`src/rtl/dmt_pkg.sv`:
```
// Timing constants, command codes and states of the DRAM mode/training sequencer
package dmt_pkg;

  // Clock of the controller itself
  localparam int SYS_PERIOD_PS = 50000;

  // Device timing figures, as times in ps and as cycle counts
  localparam int BOOT_CLOCK_PERIOD_PS = 18000;
  localparam int MR_WRITE_SPACING_PS = 10000;
  localparam int MR_WRITE_SPACING_NCK = 10;
  localparam int MR_READ_SPACING_NCK = 8;
  localparam int MR_WRITE_SETTLE_PS = 14000;
  localparam int MR_WRITE_SETTLE_NCK = 10;
  localparam int POWER_DOWN_EXIT_PS = 7500;
  localparam int POWER_DOWN_EXIT_NCK = 5;
  localparam int ROW_TO_COLUMN_DELAY_PS = 18000;
  localparam int PD_EXIT_TO_MR_READ_EXTRA_NCK = 3;
  localparam int CLOCK_VALID_AFTER_CKE_LOW_PS = 5000;
  localparam int CLOCK_VALID_AFTER_CKE_LOW_NCK = 5;
  localparam int STROBE_STABLE_BEFORE_CKE_LOW_PS = 10000;
  localparam int ASYNC_TRAINING_READ_PS = 20000;
  localparam int CLOCK_BEFORE_SELECT_HIGH_NCK = 2;
  localparam int CLOCK_AFTER_SELECT_HIGH_PS = 7500;
  localparam int CLOCK_AFTER_SELECT_HIGH_NCK = 5;
  localparam int SELECT_TO_STROBE_TOGGLE_NCK = 2;
  localparam int CLOCK_AFTER_STROBE_TOGGLE_PS = 7500;
  localparam int CLOCK_AFTER_STROBE_TOGGLE_NCK = 4;

  function automatic int div_up(input int num, input int den);
    return (num + den - 1) / den;
  endfunction

  function automatic int max_int(input int a, input int b);
    return (a > b) ? a : b;
  endfunction

  // Half period of the device clock in controller cycles, never faster than boot limit
  localparam int CK_HALF_SYS = max_int(1, div_up(BOOT_CLOCK_PERIOD_PS, 2 * SYS_PERIOD_PS));
  localparam int CK_PERIOD_PS = 2 * CK_HALF_SYS * SYS_PERIOD_PS;

  // Larger of a time and a cycle count, in device clock cycles, at least one
  function automatic int both_ck(input int ps, input int nck);
    return max_int(1, max_int(div_up(ps, CK_PERIOD_PS), nck));
  endfunction

  localparam logic [3:0] CK_HALF_END = 4'(CK_HALF_SYS - 1);
  localparam logic [7:0] MR_WRITE_SPACING_CK = 8'(both_ck(MR_WRITE_SPACING_PS,
                                                          MR_WRITE_SPACING_NCK));
  localparam logic [7:0] MR_READ_SPACING_CK = 8'(MR_READ_SPACING_NCK);
  localparam logic [7:0] MR_WRITE_SETTLE_CK = 8'(both_ck(MR_WRITE_SETTLE_PS,
                                                         MR_WRITE_SETTLE_NCK));
  localparam int POWER_DOWN_EXIT_CK_I = both_ck(POWER_DOWN_EXIT_PS, POWER_DOWN_EXIT_NCK);
  localparam logic [7:0] PD_EXIT_TO_MR_READ_CK = 8'(POWER_DOWN_EXIT_CK_I
      + div_up(ROW_TO_COLUMN_DELAY_PS, CK_PERIOD_PS) + PD_EXIT_TO_MR_READ_EXTRA_NCK);
  localparam logic [7:0] CLOCK_VALID_AFTER_CKE_LOW_CK = 8'(both_ck(
      CLOCK_VALID_AFTER_CKE_LOW_PS, CLOCK_VALID_AFTER_CKE_LOW_NCK));
  localparam logic [7:0] STROBE_STABLE_CK = 8'(both_ck(STROBE_STABLE_BEFORE_CKE_LOW_PS, 1));
  localparam logic [7:0] TRAINING_CMD_SPACING_CK = 8'(both_ck(ASYNC_TRAINING_READ_PS, 1));
  localparam logic [7:0] CLOCK_BEFORE_SELECT_CK = 8'(CLOCK_BEFORE_SELECT_HIGH_NCK
      + POWER_DOWN_EXIT_CK_I);
  localparam logic [7:0] CLOCK_AFTER_SELECT_CK = 8'(both_ck(CLOCK_AFTER_SELECT_HIGH_PS,
                                                            CLOCK_AFTER_SELECT_HIGH_NCK));
  localparam logic [7:0] SELECT_TO_STROBE_CK = 8'(SELECT_TO_STROBE_TOGGLE_NCK);
  localparam logic [7:0] CLOCK_AFTER_STROBE_CK = 8'(both_ck(CLOCK_AFTER_STROBE_TOGGLE_PS,
                                                            CLOCK_AFTER_STROBE_TOGGLE_NCK));

  typedef enum logic [3:0] {
    OP_MRW       = 4'h0,
    OP_MRR       = 4'h1,
    OP_OTHER     = 4'h2,
    OP_PD_ENTER  = 4'h3,
    OP_PD_EXIT   = 4'h4,
    OP_CBT_ENTER = 4'h5,
    OP_CBT_CMD   = 4'h6,
    OP_CBT_VREF  = 4'h7,
    OP_CBT_EXIT  = 4'h8,
    OP_WL_STROBE = 4'h9
  } dmt_op_t;

  typedef enum logic [3:0] {
    ST_ACTIVE   = 4'b0001,
    ST_PDOWN    = 4'b0010,
    ST_CBT_PREP = 4'b0100,
    ST_CBT      = 4'b1000
  } dmt_state_t;

endpackage

```
`src/rtl/dmt_ctrl.sv`:
```
// Host-side command sequencer that spaces mode-register, training and leveling commands
//
// Behaviour
// RULE1: The device clock is divided down so its period is never shorter than 18 ns.
// RULE2: A mode register read waits the power-down exit delay, the row-to-column delay and 3 more cycles after power-down exit.
// RULE3: Two mode register writes are at least the larger of 10 ns and 10 cycles apart.
// RULE4: Two mode register reads are at least 8 cycles apart.
// RULE5: After a mode register write, other commands wait the larger of 14 ns and 10 cycles.
// RULE6: After clock enable drops for bus training the clock keeps running at least the larger of 5 ns and 5 cycles.
// RULE7: Only a training sample followed by the asynchronous read time is captured; earlier crowded samples are dropped.
// RULE8: The true strobe is held low and the complement high for the stable time before clock enable drops for training.
// RULE9: In training, chip select rises only after the clock has run two cycles plus the power-down exit delay.
// RULE10: In training, the clock keeps running after a chip select pulse for the larger of 7.5 ns and 5 cycles.
// RULE11: In training, a strobe toggle waits at least 2 cycles after chip select.
// RULE12: In write leveling, the clock keeps running after the last strobe toggle for the larger of 7.5 ns and 4 cycles.
// RULE13: Every delay made of a time and a cycle count expires only when both are met.
`timescale 1ns/1ps
module dmt_ctrl (
  input wire logic clk_sys,
  input wire logic sys_rst,
  input wire logic cmd_valid,
  input wire dmt_pkg::dmt_op_t cmd_op,
  input wire logic [5:0] cmd_ca,
  input wire logic ck_stop_req,
  input wire logic [5:0] dq_i,
  output logic cmd_ack,
  output logic [5:0] cbt_result,
  output logic cbt_result_valid,
  output logic ck_t,
  output logic ck_c,
  output logic cke,
  output logic cs,
  output logic [5:0] ca,
  output logic dqs_t_o,
  output logic dqs_t_oe,
  output logic dqs_c_o,
  output logic dqs_c_oe
);
  import dmt_pkg::*;

  function automatic logic [7:0] dec8(input logic [7:0] v);
    return (v == 8'h00) ? 8'h00 : v - 8'h01;
  endfunction

  function automatic logic [7:0] max8(input logic [7:0] a, input logic [7:0] b);
    return (a > b) ? a : b;
  endfunction

  function automatic logic [7:0] inc8(input logic [7:0] v);
    return (v == 8'hff) ? 8'hff : v + 8'h01;
  endfunction

  dmt_state_t state_q;
  logic [3:0] div_q;
  logic ck_t_q, ck_c_q, ck_run_q, dqs_c_q;
  logic cke_q, cs_q, pulse_q, dqs_oe_q;
  logic [5:0] ca_q;
  logic [7:0] mrw_gap_q, mrr_gap_q, mrd_q, mrri_q, hold_q, prep_q;
  logic [7:0] since_clk_q, since_cs_q, adr_q;
  logic cs_seen_q, pend_q;
  logic [5:0] dq_s1_q, dq_s2_q;
  logic [5:0] result_q;
  logic result_valid_q, ack_q;
  logic div_end, tick, stop_ok, ok, accept;

  // One device cycle per falling edge; pins change there so they are stable at the rise
  assign div_end = (div_q == CK_HALF_END);
  assign tick = div_end && ck_t_q;
  assign stop_ok = ck_stop_req && (hold_q == 8'h00) && !cs_q && !pulse_q
                   && (state_q != ST_CBT_PREP);

  always_ff @(posedge clk_sys) begin
    if (sys_rst) begin
      div_q <= 4'h0;
      ck_t_q <= 1'b0;
      ck_c_q <= 1'b1;
      ck_run_q <= 1'b1;
    end else if (!ck_run_q) begin
      ck_run_q <= !ck_stop_req;
      div_q <= 4'h0;
    end else if (div_end) begin
      div_q <= 4'h0;
      if (ck_t_q) begin
        ck_t_q <= 1'b0;
        ck_c_q <= 1'b1;
      end else if (stop_ok) begin
        ck_run_q <= 1'b0; // Clock parks low, only once every clock-hold interval is spent
      end else begin
        ck_t_q <= 1'b1; // RULE1
        ck_c_q <= 1'b0;
      end
    end else begin
      div_q <= div_q + 4'h1;
    end
  end

  // Which commands the current state and the spacing timers allow
  always_comb begin
    ok = 1'b0;
    unique case (state_q)
      ST_ACTIVE: begin
        unique case (cmd_op)
          OP_MRW: ok = (mrw_gap_q == 8'h00); // RULE3
          OP_MRR: ok = (mrr_gap_q == 8'h00) && (mrri_q == 8'h00) && (mrd_q == 8'h00); // RULE2
          OP_OTHER, OP_PD_ENTER, OP_CBT_ENTER: ok = (mrd_q == 8'h00); // RULE5
          OP_WL_STROBE: ok = (mrd_q == 8'h00) && !pulse_q;
          default: ok = 1'b0;
        endcase
      end
      ST_PDOWN: ok = (cmd_op == OP_PD_EXIT);
      ST_CBT: begin
        unique case (cmd_op)
          OP_CBT_CMD: ok = (since_clk_q >= CLOCK_BEFORE_SELECT_CK); // RULE9
          OP_CBT_VREF: ok = cs_seen_q && (since_cs_q >= SELECT_TO_STROBE_CK) && !pulse_q; // RULE11
          OP_CBT_EXIT: ok = !pulse_q;
          default: ok = 1'b0;
        endcase
      end
      ST_CBT_PREP: ok = 1'b0;
    endcase
  end

  assign accept = cmd_valid && tick && ok;

  always_ff @(posedge clk_sys) begin
    if (sys_rst) begin
      state_q <= ST_ACTIVE;
      prep_q <= 8'h00;
    end else if (tick) begin
      prep_q <= dec8(prep_q);
      if (state_q == ST_CBT_PREP && prep_q == 8'h00) begin
        state_q <= ST_CBT;
      end else if (accept) begin
        unique case (cmd_op)
          OP_PD_ENTER: state_q <= ST_PDOWN;
          OP_PD_EXIT, OP_CBT_EXIT: state_q <= ST_ACTIVE;
          OP_CBT_ENTER: begin
            state_q <= ST_CBT_PREP;
            prep_q <= STROBE_STABLE_CK; // RULE8
          end
          default: state_q <= state_q;
        endcase
      end
    end
  end

  // Pin drive: command, clock enable and strobes
  always_ff @(posedge clk_sys) begin
    if (sys_rst) begin
      cke_q <= 1'b1;
      cs_q <= 1'b0;
      ca_q <= 6'h00;
      pulse_q <= 1'b0;
      dqs_c_q <= 1'b1;
      dqs_oe_q <= 1'b0;
    end else if (tick) begin
      cs_q <= 1'b0;
      pulse_q <= 1'b0;
      dqs_c_q <= 1'b1;
      dqs_oe_q <= (state_q == ST_CBT_PREP) || (state_q == ST_CBT);
      if (state_q == ST_CBT_PREP && prep_q == 8'h00) begin
        cke_q <= 1'b0; // RULE8
      end else if (accept) begin
        unique case (cmd_op)
          OP_MRW, OP_MRR, OP_OTHER, OP_CBT_CMD: begin
            cs_q <= 1'b1;
            ca_q <= cmd_ca;
          end
          OP_PD_ENTER: cke_q <= 1'b0;
          OP_PD_EXIT, OP_CBT_EXIT: cke_q <= 1'b1;
          OP_CBT_ENTER: dqs_oe_q <= 1'b1; // RULE8
          OP_CBT_VREF, OP_WL_STROBE: begin
            pulse_q <= 1'b1;
            dqs_c_q <= 1'b0;
            dqs_oe_q <= 1'b1;
          end
          default: cs_q <= 1'b0;
        endcase
      end
    end
  end

  // Spacing timers, all counted in device clock cycles
  always_ff @(posedge clk_sys) begin
    if (sys_rst) begin
      mrw_gap_q <= 8'h00;
      mrr_gap_q <= 8'h00;
      mrd_q <= 8'h00;
      mrri_q <= 8'h00;
      hold_q <= 8'h00;
      since_clk_q <= 8'h00;
      since_cs_q <= 8'h00;
      cs_seen_q <= 1'b0;
    end else if (!ck_run_q) begin
      since_clk_q <= 8'h00; // Stopped clock must build up its run time again
    end else if (tick) begin
      mrw_gap_q <= dec8(mrw_gap_q);
      mrr_gap_q <= dec8(mrr_gap_q);
      mrd_q <= dec8(mrd_q);
      mrri_q <= dec8(mrri_q);
      hold_q <= dec8(hold_q);
      since_clk_q <= inc8(since_clk_q);
      since_cs_q <= inc8(since_cs_q);
      if (state_q == ST_CBT_PREP && prep_q == 8'h00) begin
        hold_q <= max8(dec8(hold_q), CLOCK_VALID_AFTER_CKE_LOW_CK); // RULE6 RULE13
        cs_seen_q <= 1'b0;
      end else if (accept) begin
        unique case (cmd_op)
          OP_MRW: begin
            mrw_gap_q <= MR_WRITE_SPACING_CK; // RULE3 RULE13
            mrd_q <= MR_WRITE_SETTLE_CK; // RULE5 RULE13
          end
          OP_MRR: mrr_gap_q <= MR_READ_SPACING_CK; // RULE4
          OP_PD_ENTER: hold_q <= max8(dec8(hold_q), CLOCK_VALID_AFTER_CKE_LOW_CK);
          OP_PD_EXIT: mrri_q <= PD_EXIT_TO_MR_READ_CK; // RULE2
          OP_CBT_CMD: begin
            hold_q <= max8(dec8(hold_q), CLOCK_AFTER_SELECT_CK); // RULE10 RULE13
            since_cs_q <= 8'h00;
            cs_seen_q <= 1'b1;
          end
          OP_WL_STROBE: hold_q <= max8(dec8(hold_q), CLOCK_AFTER_STROBE_CK); // RULE12 RULE13
          default: hold_q <= dec8(hold_q);
        endcase
      end
    end
  end

  // Training echo: a sample counts only once the next command keeps its distance
  always_ff @(posedge clk_sys) begin
    if (sys_rst) begin
      dq_s1_q <= 6'h00;
      dq_s2_q <= 6'h00;
    end else begin
      dq_s1_q <= dq_i;
      dq_s2_q <= dq_s1_q;
    end
  end

  always_ff @(posedge clk_sys) begin
    if (sys_rst) begin
      adr_q <= 8'h00;
      pend_q <= 1'b0;
      result_q <= 6'h00;
      result_valid_q <= 1'b0;
    end else begin
      result_valid_q <= 1'b0;
      if (tick) begin
        adr_q <= dec8(adr_q);
        if (pend_q && adr_q == 8'h00) begin
          result_q <= dq_s2_q; // RULE7
          result_valid_q <= 1'b1;
          pend_q <= 1'b0;
        end
        if (accept && cmd_op == OP_CBT_CMD) begin
          adr_q <= TRAINING_CMD_SPACING_CK; // RULE7
          pend_q <= 1'b1;
        end
        if (state_q != ST_CBT) begin
          pend_q <= 1'b0;
        end
      end
    end
  end

  always_ff @(posedge clk_sys) begin
    if (sys_rst) begin
      ack_q <= 1'b0;
    end else begin
      ack_q <= accept;
    end
  end

  assign cmd_ack = ack_q;
  assign cbt_result = result_q;
  assign cbt_result_valid = result_valid_q;
  assign ck_t = ck_t_q;
  assign ck_c = ck_c_q;
  assign cke = cke_q;
  assign cs = cs_q;
  assign ca = ca_q;
  assign dqs_t_o = pulse_q;
  assign dqs_t_oe = dqs_oe_q;
  assign dqs_c_o = dqs_c_q;
  assign dqs_c_oe = dqs_oe_q;

endmodule

```
`config.mk`:
```
export PLATFORM = sky130hd
export DESIGN_NAME = dmt_ctrl
export DESIGN_NICKNAME = d
export VERILOG_FILES = /design/src/rtl/dmt_pkg.sv /design/src/rtl/dmt_ctrl.sv
export SDC_FILE = /design/constraint.sdc
export NUM_CORES = 1
export LEC_CHECK = 0
export BUFFER_PORTS_ARGS = -buffer_cell sky130_fd_sc_hd__buf_4
export CAP_MARGIN = 20
export CORE_ASPECT_RATIO = 1.75
export CORE_MARGIN = 2
export CORE_UTILIZATION = 60
export CTS_CLUSTER_SIZE = 14
export DETAILED_ROUTE_END_ITERATION = 10
export GPL_TIMING_DRIVEN = 0
export PLACE_DENSITY = 0.82
export SLEW_MARGIN = 20
export SYNTH_ARGS = -nofsm -noshare
export SYNTH_HDL_FRONTEND = slang
export SYNTH_SLANG_ARGS = --single-unit
```
`constraint.sdc`:
```
create_clock -name clk_sys -period 2.8 [get_ports clk_sys]
set_input_delay 0.14 -clock clk_sys [delete_from_list [all_inputs] [get_ports clk_sys]]
set_output_delay 0.14 -clock clk_sys [all_outputs]
set_load 0.03 [all_outputs]
```
# Word-level counts from Yosys, hierarchy flattened
# Index checks and enable logic that the tools add are counted.
# Widths: inputs -> output; s select.
# totals
reg_bits	116
output_inout_bits	22
inputBits	20
# op_classes
add_sub_neg	10
n_bitwise	3
n_mux	68
n_reduce_logical	51
eq_ne	18
order_cmp	4
# op_table
cell	count
$mux 8	32
$logic_not 8->1	7
$sub 8x1->8 const B	7
$mux 1	28
$eq 4x3->1 const B	5
$add 8x1->8 const B	2
$eq 8x8->1 const B	2
$gt 8x3->1 const B	2
$pmux 8 s2	1
$logic_and 1x1->1	15
$eq 4x2->1 const B	3
$eq 4x4->1 const B	3
$pmux 4 s3	1
$reduce_or 2->1	5
$reduce_and 3->1	3
$reduce_or 3->1	3
$eq 4x1->1 const B	2
$ge 8x2->1 const B	1
$ge 8x3->1 const B	1
$logic_not 4->1	2
$mux 4	2
$pmux 1 s4	2
$reduce_and 2->1	4
$reduce_and 4->1	2
other kinds (13)	19

# Logic depth before layout (Yosys ltp)
# logic_depth
ltp_word	9
mapped_depth	11
ltp_nobuf	9

# Least setup slack after synthesis
# No wires, ideal clock.
# synth_path
path_type	reg-to-reg
startpoint	register hold_q[0]
endpoint	register hold_q[2]
period_less_slack_ns	2.507
required_time_ns	2.714
stages_incl_launch_ff	10
arrival_ns	2.421
setup_slack_ns	0.293
path_cell_list	dfxtp_1 inv_1 ha_1 or3b_2 a221oi_1 nor3_1 a2111oi_1 and2_1 a21bo_2 a221oi_2
# synth_via
elab_chain_len	7
elab_cells_between_ends	10
cone_classes	add/sub: 1; order compare: 2; mux: 6; reduce/logical: 1
# synth_rtl
element	line	rtl
from (decl)	dmt_ctrl.sv:58	logic [7:0] mrw_gap_q, mrr_gap_q, mrd_q, mrri_q, hold_q, prep_q;
from (signal assigned)	dmt_ctrl.sv:201	hold_q <= dec8(hold_q);
from (signal assigned)	dmt_ctrl.sv:205	hold_q <= max8(dec8(hold_q), CLOCK_VALID_AFTER_CKE_LOW_CK);
from (signal assigned)	dmt_ctrl.sv:214	OP_PD_ENTER: hold_q <= max8(dec8(hold_q), CLOCK_VALID_AFTER_CKE_LOW_CK);
$sub 8x1->8 or $logic_not 8->1 (tied branches)	dmt_ctrl.sv:42	return (v == 8'h00) ? 8'h00 : v - 8'h01;
$mux 8 *	dmt_ctrl.sv:42	
$gt 8x3->1	dmt_ctrl.sv:46	return (a > b) ? a : b;
$mux 8	dmt_ctrl.sv:46	
$pmux 8 s2	dmt_ctrl.sv:208	unique case (cmd_op)
$mux 8	dmt_ctrl.sv:207	end else if (accept) begin
$mux 8 *	dmt_ctrl.sv:204	if (state_q == ST_CBT_PREP && prep_q == 8'h00) begin
# Every way passes the cells marked *; elsewhere a longest branch is shown, timed or not.
# A chain may end at the register's enable or synchronous reset.

# Worst setup path in the final report
# layout_path
startpoint	register prep_q[0]
endpoint	register cke_q (netlist: cke)
# layout_via
elab_chain_len	4
elab_cells_between_ends	6
cone_classes	mux: 1; reduce/logical: 5
# layout_rtl
element	line	rtl
from (decl)	dmt_ctrl.sv:58	
from (signal assigned)	dmt_ctrl.sv:130	prep_q <= dec8(prep_q);
$logic_not 8->1 *	dmt_ctrl.sv:161	if (state_q == ST_CBT_PREP && prep_q == 8'h00) begin
$logic_and 1x1->1 *	dmt_ctrl.sv:161	
$reduce_bool 3->1 (no line) or $reduce_bool 2->1 (tied branches)	n/a	
$reduce_and 3->1 (no line)	n/a	
to (signal assigned)	dmt_ctrl.sv:162	cke_q <= 1'b0;
to (signal assigned)	dmt_ctrl.sv:169	OP_PD_ENTER: cke_q <= 1'b0;
to (signal assigned)	dmt_ctrl.sv:170	OP_PD_EXIT, OP_CBT_EXIT: cke_q <= 1'b1;
to (decl)	dmt_ctrl.sv:56	logic cke_q, cs_q, pulse_q, dqs_oe_q;
# Marks and branches as above.

==> results.ini <==
[hold_path]
hold_start=dq_i[1]
hold_class=input port to flop
holdPathStages=2
whs_endpoint=dq_s1_q[1]

[floorplanning]
fp.dieArea_sq_mm=0.0105
die_y_um=134
die_w_um=78.5
ios=42
initial_core_util=0.616
core_area_sq_mm=0.00947
num_rows=47

[cts]
numCtsBuffers=17
cts_root_buffer=clkbuf_16
htree_levels=4
clk_pin_slew_ns=0.06
clkLatencyLatePin_ns=0.41
cts.sinks=116
clk_path_buf_depth=2
cts_tree=yes

[status]
status=finished with violations
violations=negative setup slack

[setup_path]
cp_data_required_time_ns=3.08
reg2reg_to=cke
ff2ff_setup_slack_ns=-0.009
cp_max_fo=5
cp_data_arrival_time_ns=3.09
setup.worst_path.end_class=flop
start_kind=flop
reg2reg_depth=9
rr_startpoint=prep_q[0]
critical_path_class=flop to flop

[logic_synthesis]
synth-edff-count=0
netlist_area_sq_mm=0.00583
syn_nets=736
synth-main-ff-cell=dfxtp_1
synth_area_leaders=dfxtp_1 (40%), o21ai_0 (4.6%), nand2_1 (4.1%)
avgSynthCellArea_sq_um=8.35
ys_seq_elements=116
async_flop_share=0
synth_top_cell_area_share=0.398
yosys_warnings=0
ys_seq_area_frac=0.398
ys_types=76
yosysTopAreaCell=dfxtp_1
synth_common_cells=dfxtp_1 (116), nand2_1 (64), nor2_1 (59), o21ai_0 (54)
netlist_instances=698
synth.most_common_cell=dfxtp_1

[route]
drt-initial-drc-count=531
drc=0
wirelength_um=16300
dr_total_vias=5797
dr.pass1.iters=5
antenna_left=0
wire_per_inst_um=18.0
avgViaCountPerCell=6.41

[finish]
num-nets-final=808
fin_area_sq_mm=0.00713
fillers=665
final_util=0.754
multi_input_area_sq_mm=0.00330
stdcell_count=905
final-seq-area_sq_mm=0.00232
diodes=0
drive_gt1_frac=0.147
synthToLayoutAreaGrowth_pct=22.4

[global_route]
grt_overflow=0
grt_pass1_vias=5737
grt_usage=0.316
grt_antenna_before_repair=0
grt_pass1_wl_um=26600
grt_max_degree=17

[timing]
fin_ws_ns=-0.00854
max_clock_freq_mhz=356
tightestPinTransition_ns=0.758
fin_crit_ns=2.81
timing.hold.ws_ns=0.00774
fin_worst_skew_ns=0.00430
final-hold-violation-count=0
max-slew-margin-rel=0.487
drv_slew=0
rsz0062_at_grt=yes
finalSetupTns_ns=-0.00854
setup_viol=1
fin_crit_sh=1.00

[flow_run]
cap_violations=0

[placed_design]
io_buffers=41
place_congestion=0.923
post-dp-hpwl_um=10800
dpl_cell_area_sq_mm=0.00629
dp.cells=861
place_ws_ns=-0.276

[power_and_ir_drop]
peakVddDrop_uv=832
powerDensity_mw_per_mm2=1190
p_total_mw=8.48
p_leak_nw=2.96

-- cell type report --
| class | instances | share of cell area |
|---|---|---|
| Tap cell | 122 | 0.0214 |
| Inverter | 29 | 0.0153 |
| Clock buffer | 18 | 0.0616 |
| Timing Repair Buffer | 54 | 0.0603 |
| Sequential cell | 116 | 0.326 |
| Clock inverter | 14 | 0.0317 |
| Multi-Input combinational cell | 518 | 0.463 |
| Buffer | 34 | 0.0216 |
-- metal layers --
layer / global-route usage / up-vias / wire, um
met2: 0.576 / 264 / 8690
met1: 0.336 / 2770 / 5960
li1: - / 2694 / -
met4: 0.170 / 0 / 686
met3: 0.0612 / 69 / 916
met5: 0 / - / 0
-- layout by cell type, fill, tap and decap left out, types with 9 or more instances in the layout --
cell	n
dfxtp_1	116
nand2_1	64
nor2_1	59
o21ai_0	54
buf_4	45
nor3_1	36
a21oi_1	36
inv_1	29
clkbuf_1	21
nand3_1	20
ha_1	18
nor2b_1	17
clkbuf_16	17
mux2i_1	16
nand2b_1	15
a31oi_1	12
or3_1	11
nor4_1	10
dlygate4sd3_1	10
and3_1	9
-- where the power goes --
group / switching [mW] / total, mW / internal (mW)
sequential: 0.359 / 2.36 / 2.00
clock: 0.813 / 2.43 / 1.61
combinational: 2.26 / 3.69 / 1.42
total: 3.43 / 8.48 / 5.04
-- timing repair --
| action | CTS | global route |
|---|---|---|
| endpoints found under the hold margin | 10 | 0 |
| pin swaps | 0 | 2 |
| gates resized for setup | 7 | 8 |
| setup buffers | 2 | 1 |
| endpoints found under the setup margin | 35 | 29 |
| hold buffers | 10 | 0 |
-- flip-flops by register name (all words and copies together) (netlist names), 4 cells and up --
name,cells
adr_q,8
ca,6
cbt_result,6
div_q,4
dq_s1_q,6
dq_s2_q,6
hold_q,8
mrd_q,8
mrr_gap_q,8
mrri_q,8
mrw_gap_q,8
prep_q,8
since_clk_q,8
since_cs_q,8
state_q,4
-- worst max-delay path by stage --
stage	startpoint	end	slack, ns
floorplan	hold_q[0]	hold_q[2]	0.29
global placement	div_q[0]	ca[5]	-0.14
detailed placement	div_q[0]	ca[1]	-0.28
CTS	prep_q[0]	cke	0.04
global route	prep_q[1]	cke	-0.07
finish	prep_q[0]	cke	-0.009
-- worst max-delay path: stages (launching register included) --
cell	delay (ns)
dfxtp_1	0.32
inv_1	0.08
ha_1	0.20
or4b_2	0.68
nor4_4	0.32
and2_1	0.30
nand2_1	0.12
nand2_1	0.12
a21oi_1	0.05
or4_1	0.49
-- cell families after synthesis --
group                      after synthesis  share of synthesized area
muxes                                   16                     0.0275
buffers and inverters                   64                     0.0449
AOI/OAI and AO/OA                      182                      0.207
xor gates and xnor gates                12                     0.0180
and+or+nand+nor                        290                      0.266
DFF                                    116                      0.398
adders and majority gates               18                     0.0386
(Power assumes the default switching activity.)
